File: config.mk
export PLATFORM = sky130hd
export DESIGN_NAME = sli_led
export DESIGN_NICKNAME = d
export VERILOG_FILES = /design/src/hw/sli_pkg.sv /design/src/hw/sli_led.sv /design/src/hw/sli_tick.sv
export SDC_FILE = /design/constraint.sdc
export NUM_CORES = 1
export LEC_CHECK = 0
export ABC_CLOCK_PERIOD_IN_PS = 6140
export BUFFER_PORTS_ARGS = -buffer_cell sky130_fd_sc_hd__buf_2
export CORE_UTILIZATION = 55
export CTS_BUF_LIST = sky130_fd_sc_hd__clkbuf_8
export CTS_CLUSTER_SIZE = 12
export DETAILED_ROUTE_END_ITERATION = 7
export PLACE_DENSITY = 0.77
export SLEW_MARGIN = 15
export SYNTH_ARGS = -nofsm -noshare
export SYNTH_HDL_FRONTEND = slang
export SYNTH_SLANG_ARGS = --single-unit
File: constraint.sdc
create_clock -name i_clk -period 6.14 [get_ports i_clk]
set_clock_uncertainty 0.05 [all_clocks]
set_input_delay 0 -clock i_clk [delete_from_list [all_inputs] [get_ports i_clk]]
set_output_delay 0 -clock i_clk [all_outputs]
set_load 0.1 [all_outputs]
File: src/hw/sli_pkg.sv
package sli_pkg;
    localparam int unsigned CLK_HZ = 100_000_000;
    localparam int unsigned ENUM_BLINK_HZ = 10;
    localparam int unsigned FATAL_BLINK_HZ = 1;
    localparam int unsigned HB_OFF_MS = 10;
    localparam int unsigned HB_PERIOD_MS = 1000;
    localparam int unsigned IDLE_HB_S = 7;
    // half periods, in cycles
    localparam int unsigned ENUM_HALF_CYC = CLK_HZ / (2 * ENUM_BLINK_HZ);
    localparam int unsigned FATAL_HALF_CYC = CLK_HZ / (2 * FATAL_BLINK_HZ);
    // half periods, in milliseconds
    localparam int unsigned ENUM_HALF_MSN = 1000 / (2 * ENUM_BLINK_HZ);
    localparam int unsigned FATAL_HALF_MSN = 1000 / (2 * FATAL_BLINK_HZ);
    localparam int unsigned MS_CYC = CLK_HZ / 1000;
    localparam int unsigned HB_OFF_MSN = HB_OFF_MS;
    localparam int unsigned HB_PERIOD_MSN = HB_PERIOD_MS;
    localparam int unsigned IDLE_HB_MSN = IDLE_HB_S * 1000;

    typedef struct packed {
        logic enumerating;
        logic busy;
        logic fatal;
        logic tgt_reset;
    } sli_status_t;

    typedef struct packed {
        logic green;
        logic red;
    } sli_led_t;
endpackage

File: src/hw/sli_led.sv
`timescale 1ns/1ps
// Operation
// while enumerating, green blinks at 10 Hz.
// while operating, green is off for each running command.
// enumerated and idle, green stays continuously lit.
// idle 7 s or more, green goes off 10 ms each second.
// single-colour variant blinks green at 1 Hz on fatal error.
// two-element variant drives separate green and red elements.
// two-element variant blinks red at 1 Hz on fatal error.
// two-element variant shows orange while target reset is active.
// fatal error wins over all; a command start restarts idle timer.
module sli_led
    import sli_pkg::*;
#(
    parameter bit BICOLOR = 1'b1,                   // two-element indicator fitted
    parameter int unsigned MS_DIV = MS_CYC,          // cycles per millisecond
    parameter int unsigned ENUM_HALF_MS = ENUM_HALF_MSN,   // 10 Hz half period
    parameter int unsigned FATAL_HALF_MS = FATAL_HALF_MSN, // 1 Hz half period
    parameter int unsigned IDLE_MS = IDLE_HB_MSN,
    parameter int unsigned HB_MS = HB_PERIOD_MSN,
    parameter int unsigned HB_OFF = HB_OFF_MSN
)(
    input wire logic i_clk,             // 100 MHz system clock
    input wire logic i_rst_b,           // sync reset, active low
    input wire logic i_enumerating,     // host link enumeration in progress
    input wire logic i_busy,            // a command is being carried out
    input wire logic i_fatal,           // fatal error condition
    input wire logic i_tgt_reset,       // reset asserted on target
    output logic o_led_green,           // green element, high = lit
    output logic o_led_red              // red element, high = lit (bicolor only)
);
    typedef enum logic [4:0] {
        SLI_ENUM  = 5'h01,
        SLI_BUSY  = 5'h02,
        SLI_IDLE  = 5'h04,
        SLI_RST   = 5'h08,
        SLI_FATAL = 5'h10
    } sli_mode_t;

    sli_status_t st;
    sli_led_t led_d;
    sli_mode_t mode;
    logic busy_q, cmd_start, ms_tick;
    logic [15:0] idle_ms_q;
    logic [15:0] hb_ms_q;
    logic [15:0] blink_ms_q;
    logic blink_q, hb_on_q;

    // state inputs come from same-clock control logic, so no synchroniser
    assign st = '{enumerating: i_enumerating, busy: i_busy, fatal: i_fatal, tgt_reset: i_tgt_reset};
    assign cmd_start = st.busy && !busy_q;

    sli_tick #(.DIV(MS_DIV)) u_ms (
        .i_clk(i_clk),
        .i_rst_b(i_rst_b),
        .i_clr(1'b0),
        .o_tick(ms_tick)
    );

    always_ff @(posedge i_clk)
    begin
        if (!i_rst_b)
            busy_q <= 1'b0;
        else
            busy_q <= st.busy;
    end

    always_comb
    begin
        if (st.fatal)
            mode = SLI_FATAL;
        else if (BICOLOR && st.tgt_reset)
            mode = SLI_RST;
        else if (st.enumerating)
            mode = SLI_ENUM;
        else if (st.busy)
            mode = SLI_BUSY;
        else
            mode = SLI_IDLE;
    end

    // idle timer saturates; a command start or any mode other than idle restarts it
    always_ff @(posedge i_clk)
    begin
        if (!i_rst_b || cmd_start || mode != SLI_IDLE)
            idle_ms_q <= 16'h0;
        else if (ms_tick && idle_ms_q < 16'(IDLE_MS))
            idle_ms_q <= idle_ms_q + 16'h1;
    end

    // heartbeat phase free-runs once the idle time is reached
    always_ff @(posedge i_clk)
    begin
        if (!i_rst_b || idle_ms_q < 16'(IDLE_MS))
            hb_ms_q <= 16'h0;
        else if (ms_tick)
            hb_ms_q <= (hb_ms_q == 16'(HB_MS - 1)) ? 16'h0 : hb_ms_q + 16'h1;
    end

    always_ff @(posedge i_clk)
    begin
        if (!i_rst_b)
            hb_on_q <= 1'b0;
        else
            hb_on_q <= (idle_ms_q >= 16'(IDLE_MS)) && (hb_ms_q < 16'(HB_OFF));
    end

    // shared blink generator; restarts when the mode changes
    sli_mode_t mode_q;
    logic blink_now;

    // blink_q is stale in the entry cycle; force the on phase there
    assign blink_now = (mode != mode_q) ? 1'b1 : blink_q;

    always_ff @(posedge i_clk)
    begin
        if (!i_rst_b)
            mode_q <= SLI_IDLE;
        else
            mode_q <= mode;
    end

    always_ff @(posedge i_clk)
    begin
        if (!i_rst_b || mode != mode_q)
        begin
            blink_ms_q <= 16'h0;
            blink_q <= 1'b1;
        end
        else if (ms_tick)
        begin
            if (blink_ms_q == 16'((mode == SLI_FATAL ? FATAL_HALF_MS : ENUM_HALF_MS) - 1))
            begin
                blink_ms_q <= 16'h0;
                blink_q <= !blink_q;
            end
            else
                blink_ms_q <= blink_ms_q + 16'h1;
        end
    end

    always_comb
    begin
        led_d = '{green: 1'b0, red: 1'b0};
        case (mode)
            SLI_FATAL:
            begin
                if (BICOLOR)
                    led_d.red = blink_now;
                else
                    led_d.green = blink_now;
            end
            SLI_RST:
                led_d = '{green: 1'b1, red: 1'b1};
            SLI_ENUM:
                led_d.green = blink_now;
            SLI_BUSY:
                led_d.green = 1'b0;
            SLI_IDLE:
                led_d.green = !hb_on_q;
            default:
                led_d.green = 1'b0;
        endcase
    end

    always_ff @(posedge i_clk)
    begin
        if (!i_rst_b)
        begin
            o_led_green <= 1'b0;
            o_led_red <= 1'b0;
        end
        else
        begin
            o_led_green <= led_d.green;
            o_led_red <= BICOLOR ? led_d.red : 1'b0;
        end
    end

    property p_busy_off;
        @(posedge i_clk) disable iff (!i_rst_b)
        (i_busy && !i_fatal && !i_enumerating && !(BICOLOR && i_tgt_reset)) |=> !o_led_green;
    endproperty
    a_busy_off: assert property (p_busy_off) else $error("green lit during command");

    property p_fatal_prio;
        @(posedge i_clk) disable iff (!i_rst_b)
        $rose(i_fatal) ##1 i_fatal |=> (BICOLOR ? o_led_red && !o_led_green : o_led_green);
    endproperty
    a_fatal_prio: assert property (p_fatal_prio) else $error("fatal pattern missing");

    property p_orange;
        @(posedge i_clk) disable iff (!i_rst_b)
        (BICOLOR && i_tgt_reset && !i_fatal) |=> (o_led_green && o_led_red);
    endproperty
    a_orange: assert property (p_orange) else $error("no orange on target reset");

    property p_idle_lit;
        @(posedge i_clk) disable iff (!i_rst_b)
        (mode == SLI_IDLE && idle_ms_q < 16'(IDLE_MS)) ##1 (mode == SLI_IDLE) |=> o_led_green;
    endproperty
    a_idle_lit: assert property (p_idle_lit) else $error("idle green not lit");

    property p_restart;
        @(posedge i_clk) disable iff (!i_rst_b)
        cmd_start |=> (idle_ms_q == 16'h0);
    endproperty
    a_restart: assert property (p_restart) else $error("idle timer not restarted");

    property p_red_only_bicolor;
        @(posedge i_clk) disable iff (!i_rst_b)
        !BICOLOR |-> !o_led_red;
    endproperty
    a_red_only_bicolor: assert property (p_red_only_bicolor) else $error("red lit on single colour");

    property p_hb;
        @(posedge i_clk) disable iff (!i_rst_b)
        (mode == SLI_IDLE && mode_q == SLI_IDLE && hb_on_q) |=> !o_led_green;
    endproperty
    a_hb: assert property (p_hb) else $error("heartbeat not dark");

    property p_enum_blink;
        @(posedge i_clk) disable iff (!i_rst_b)
        (mode == SLI_ENUM && mode_q == SLI_ENUM) |=> (o_led_green == $past(blink_q));
    endproperty
    a_enum_blink: assert property (p_enum_blink) else $error("enum blink wrong");

    c_enum: cover property (@(posedge i_clk) disable iff (!i_rst_b) mode == SLI_ENUM && $fell(blink_q));
    c_busy: cover property (@(posedge i_clk) disable iff (!i_rst_b) cmd_start);
    c_hb: cover property (@(posedge i_clk) disable iff (!i_rst_b) $rose(hb_on_q));
    c_fatal: cover property (@(posedge i_clk) disable iff (!i_rst_b) mode == SLI_FATAL && $rose(blink_q));
endmodule

File: src/hw/sli_tick.sv
`timescale 1ns/1ps
module sli_tick
    import sli_pkg::*;
#(
    parameter int unsigned DIV = 100_000
)(
    input wire logic i_clk,   // system clock
    input wire logic i_rst_b, // sync reset, active low
    input wire logic i_clr,   // restart the count
    output logic o_tick       // one-cycle pulse every DIV cycles
);
    logic [31:0] cnt_q;

    always_ff @(posedge i_clk)
    begin
        if (!i_rst_b || i_clr)
        begin
            cnt_q <= 32'h0;
            o_tick <= 1'b0;
        end
        else if (cnt_q == DIV - 1)
        begin
            cnt_q <= 32'h0;
            o_tick <= 1'b1;
        end
        else
        begin
            cnt_q <= cnt_q + 32'h1;
            o_tick <= 1'b0;
        end
    end
endmodule

======== After elaboration in Yosys (flattened, before gate mapping) ========
Cells that the tools add are included.
operators by class
  muxes and demuxes ....................... 11
  reductions and logical operators ........ 13
  equality and inequality tests ........... 9
  $lt $le $gt $ge ......................... 3
  bitwise gates (word level) .............. 1
  add/subtract/negate cells ............... 5
operators by type and width
  cell                                                           number
  adder 16 x 1 -> 16 bit (second input constant)                 3
  adder 32 x 1 -> 32 bit (second input constant)                 1
  equality test 32 x 17 -> 1 bit (second input constant)         1
  two-way mux 16 bit                                             2
  equality test 16 x 10 -> 1 bit (second input constant)         1
  equality test 16 bit                                           1
  >= comparator 16 x 13 -> 1 bit (second input constant)         1
  less-than comparator 16 x 13 -> 1 bit (second input constant)  1
  less-than comparator 16 x 4 -> 1 bit (second input constant)   1
  subtractor 9 x 1 -> 10 bit (second input constant)             1
  two-way mux 9 bit                                              1
  two-way mux 3 bit                                              2
  equality test 5 x 1 -> 1 bit (second input constant)           1
  equality test 5 x 3 -> 1 bit (second input constant)           1
  equality test 5 x 4 -> 1 bit (second input constant)           1
  equality test 5 bit (second input constant)                    1
  two-way mux 5 bit                                              1
  != test 5 x 3 -> 1 bit (second input constant)                 1
  != test 5 bit                                                  1
  logical NOT 1 bit                                              4
  logical OR 1 bit                                               4
  two-way mux 4 bit                                              1
  logical AND 1 bit                                              3
  case mux 1 bit (3 select lines)                                1
  other kinds (5)                                                6
storage, ports and cells
  bits in registers ....................... 91
  word-level logic and storage cells ...... 53
  output and inout bits ................... 2

======== Depth between registers and ports, before layout ========
  depth in word-level cells ............... 9
  gate-level depth with buffers ........... 7
  gate-level depth less buffers ........... 6

======== Hierarchy ========
A second synthesis with hierarchy kept.
unflattened totals
  cells, all modules ...................... 504
  area, all modules ....................... 4413.0 sq um
modules (own cells, without submodules)
  module    cells each  area each (sq um)  times used
  sli_led   319         2781.4             1
  sli_tick  185         1631.6             1

======== Worst setup path after synthesis ========
Ideal clock, no wire load.
  path type ............................... register to register
  start ................................... register u_ms.cnt_q[0]
  end ..................................... register u_ms.cnt_q[24]
  setup time .............................. 0.128 ns
  data required time ...................... 5.962 ns
  stages on the path, launching flop included .. 8
  setup slack ............................. 4.182 ns
  data arrival time ....................... 1.780 ns
  cell sequence ........................... dfxtp_1 > ha_1 > nand4_1 > or4_1 > clkbuf_1 > nor3_1 > xnor2_1 > nor2_1
between the ends
  cells in the longest elaborated chain, start to end .. 2
ends and longest elaborated chain
  what                                                                            line            source
  from (decl)                                                                     sli_tick.sv:12  logic [31:0] cnt_q;
  from (signal assigned)                                                          sli_tick.sv:28  cnt_q <= cnt_q + 32'h1;
  parallel branches: the longest is 2 deep, another holds adder 32 x 1 -> 32 bit  --
Several ways; the timed one is not identified.
A chain may end at the register's enable or synchronous reset.

======== Worst setup path after layout ========
  start ................................... register hb_ms_q[1]
  end ..................................... register hb_ms_q[8]
between the ends
  cells in the longest elaborated chain, start to end .. 2
ends and longest elaborated chain
  what                                                                      line           source
  from (decl)                                                               sli_led.sv:45  logic [15:0] hb_ms_q;
  from (signal assigned)                                                    sli_led.sv:97  hb_ms_q <= (hb_ms_q == 16'(HB_MS - 1)) ? 16'h0 : hb_ms_q + 16'h1;
  adder 16 x 1 -> 16 bit or equality test 16 x 10 -> 1 bit (tied branches)  sli_led.sv:97
  two-way mux 16 bit (*)                                                    sli_led.sv:97
Mark *: on every way between the ends. The rest lies on a longest branch, timed or not.

==> impl_metrics.csv <==
group,metric,value,unit
sta,rsz0062_at_grt,"false",
sta,setup_violations,0,
setup_path,reg2regPathDepth,5,
route,top_layer_used,"met4",
power_and_ir_drop,power.density,229,nW/um^2
clock_tree,clk_path_buf_depth,2,
power_and_ir_drop,combPwrFrac,0.031,
power_and_ir_drop,cellLeakagePower,1.46,nW
synthesis,ys_top_cells_by_area,"dfxtp_1, nor2_1, xnor2_1",
synthesis,syn_area,4100,um^2
route,drt_iter0_drc,190,
setup_path,required,6.31,ns
cells_and_area,final_util,0.620,
synthesis,yosysTopAreaCell,"dfxtp_1",
setup_path,crit_fanout,13,
sta,tightest_slew,0.953,ns
clock_tree,clkLatencyLatePin,0.36,ns
power_and_ir_drop,p_int,0.794,mW
placement,dp_slack,3.57,ns
sta,hold_viol,0,
clock_tree,cts.sinks,90,
power_and_ir_drop,p_switching,0.229,mW
power_and_ir_drop,p_total,1.02,mW
grt,grt_pass1_wl,13400,um
synthesis,ys_seq_elements,90,
floorplan,initial_core_util,0.569,
sta,max-slew-margin-rel,0.363,
setup_path,arrival,2.60,ns
setup_path,crit_path_start_kind,"flip-flop",
clock_tree,post_cts_buffers,0,
route,dr_wl_met3,309,um
synthesis,yosysMostFrequentCell,"dfxtp_1",
power_and_ir_drop,peakVddDrop,0.149,mV
clock_tree,cts_root_buf,"clkbuf_8",
cells_and_area,layout-drive-gt1-share,0.0574,
route,viasPerCell,5.52,
grt,grt_pass1_vias,3093,
grt,overflow,0,
synthesis,yosysWarnings,0,
placement,portBuffers,7,
synthesis,ys_types,46,
placement,gp_congestion,0.846,
floorplan,core,7210,um^2
hold_path,whs_path_depth,2,
sta,slew_viol_final,0,
floorplan,io_pins,8,
sta,finalCriticalPeriod,2.43,ns
outcome,outcome,"finished clean",
route,drc_errors,0,
placement,post-dp-hpwl,5200,um
cells_and_area,syn_to_final_growth,8.93,%
power_and_ir_drop,power_frac_seq,0.577,
synthesis,synth_common_cells,"dfxtp_1, nor2_1, nand2_1",
synthesis,synthCells,488,
floorplan,row_count,31,
floorplan,die_h,88.4,um
setup_path,criticalPathCategory,"reg -> reg",
route,wl_per_cell,12.8,um
sta,fin_ws,3.71,ns
setup_path,end_kind,"flip-flop",
cells_and_area,finalNetCount,511,
grt,grt_start_max_net_pins,33,
route,drtAntennaViolNets,0,
synthesis,synth_edf_count,0,
power_and_ir_drop,swShare,0.224,
synthesis,syn_nets,499,
route,routed_wl,7740,um
grt,grt_usage,0.218,
route,drtPass1Iterations,4,
floorplan,die_area,7810,um^2
sta,fmax,0.411,GHz
clock_tree,clk_pin_slew_worst_paths,0.09,ns
power_and_ir_drop,clockPowerShare,0.392,
synthesis,synth.avg_cell_area,8.41,um^2
floorplan,die_w,88.4,um
route,dr_wl_met2,3630,um
clock_tree,htreeDepth,3,
cells_and_area,insertedDiodeCount,0,
synthesis,async_flop_share,0,
sta,finalCritPeriodShare,0.396,
sta,hold_slack,0.422,ns
route,num_vias,3337,
synthesis,synth-main-ff-cell,"dfxtp_1",
synthesis,yosysSeqAreaShare,0.439,
grt,antenna_found_initial,0,
clock_tree,cts_made_buffers,9,
clock_tree,tritoncts,"done",
synthesis,yosys.area.top_type_share,0.439,
hold_path,hold_path_class,"reg -> reg",
setup_path,r2r_setup_slack,3.71,ns
sta,fin_setup_tns,0,ns
route,wl_met1,3690,um
flow_run,cap_viol_max_count,0,
-- placed cells by master (no fill, tap or decap), types with 6 or more instances in the layout --
cell type,instances
nand3_1,32
a21oi_1,12
clkbuf_8,10
nor2_1,84
xor2_1,31
nor3_1,14
dlygate4sd3_1,7
and2_1,7
or3_1,6
nand4_1,24
and3_1,8
nand2_1,48
inv_1,14
nor4_1,15
dfxtp_1,90
and4_1,7
xnor2_1,33
buf_2,7
-- per-layer routing --
layer | up-vias | track usage
li1 | 1702 | -
met1 | 1568 | 0.276
met2 | 58 | 0.364
met3 | 9 | 0.0354
met4 | 0 | 0.0982
met5 | - | 0
-- cell families after synthesis --
family / count (synthesis) / share of synthesized area
xor gates and xnor gates: 64 / 0.137
muxes: 2 / 0.00488
buffers and inverters: 26 / 0.0265
and+or+nand+nor: 266 / 0.322
DFF: 90 / 0.439
adders and majority gates: 5 / 0.0152
AOI/OAI and AO/OA: 35 / 0.0561
-- flip-flops by register name, summed over array words and instances, names as in the netlist --
signal	count
u_ms.cnt_q	32
blink_ms_q	16
hb_ms_q	16
idle_ms_q	16
mode_q	5
blink_q	1
hb_on_q	1
o_led_green	1
o_led_red	1
u_ms.o_tick	1
-- final timing paths --
kind	from	endpoint
min	idle_ms_q[12]	idle_ms_q[12]
max	hb_ms_q[1]	hb_ms_q[8]
min reg2reg	idle_ms_q[12]	idle_ms_q[12]
max reg2reg	hb_ms_q[1]	hb_ms_q[8]
-- worst max-delay path, cell delays in order (launching register included) --
cell and delay [ns]:
dfxtp_1 0.42, ha_1 0.23, nand2_1 0.10, or4_1 0.60, o21bai_1 0.78, nor2_1 0.11
-- repair_timing --
action / in CTS / in global routing
endpoints found under the hold margin: 11 / 0
hold buffers: 7 / 0
gates resized for setup: 0 / 0
-- cell type report --
type	instances	area, um^2
clock buffer	10	138
clock inverter	6	57.6
fill	634	2740
inverter	13	48.8
multi-input combinational	372	2200
sequential	90	1800
tap	99	124
timing repair buffer	14	105
-- power by group through the flow --
| stage | Clock (mW) | Sequential (mW) | Combinational, mW |
|---|---|---|---|
| 2_1_floorplan | 0 | 0.611 | 0.0143 |
| 3_3_place_gp | 0 | 0.604 | 0.0273 |
| 3_5_place_dp | 0 | 0.604 | 0.0283 |
| 4_1_cts | 0.409 | 0.590 | 0.0321 |
| 5_1_grt | 0.433 | 0.591 | 0.0353 |
| 6_report | 0.401 | 0.590 | 0.0321 |
-- per-stage QoR --
| stage | instances | cell area [um^2] |
|---|---|---|
| global placement | 581 | 4200 |
| global route | 604 | 4470 |
| floorplan | 488 | 4100 |
| CTS | 604 | 4470 |
| detailed placement | 581 | 4200 |
| finish | 604 | 4470 |
No activity file was read; power rests on OpenSTA's default activity.
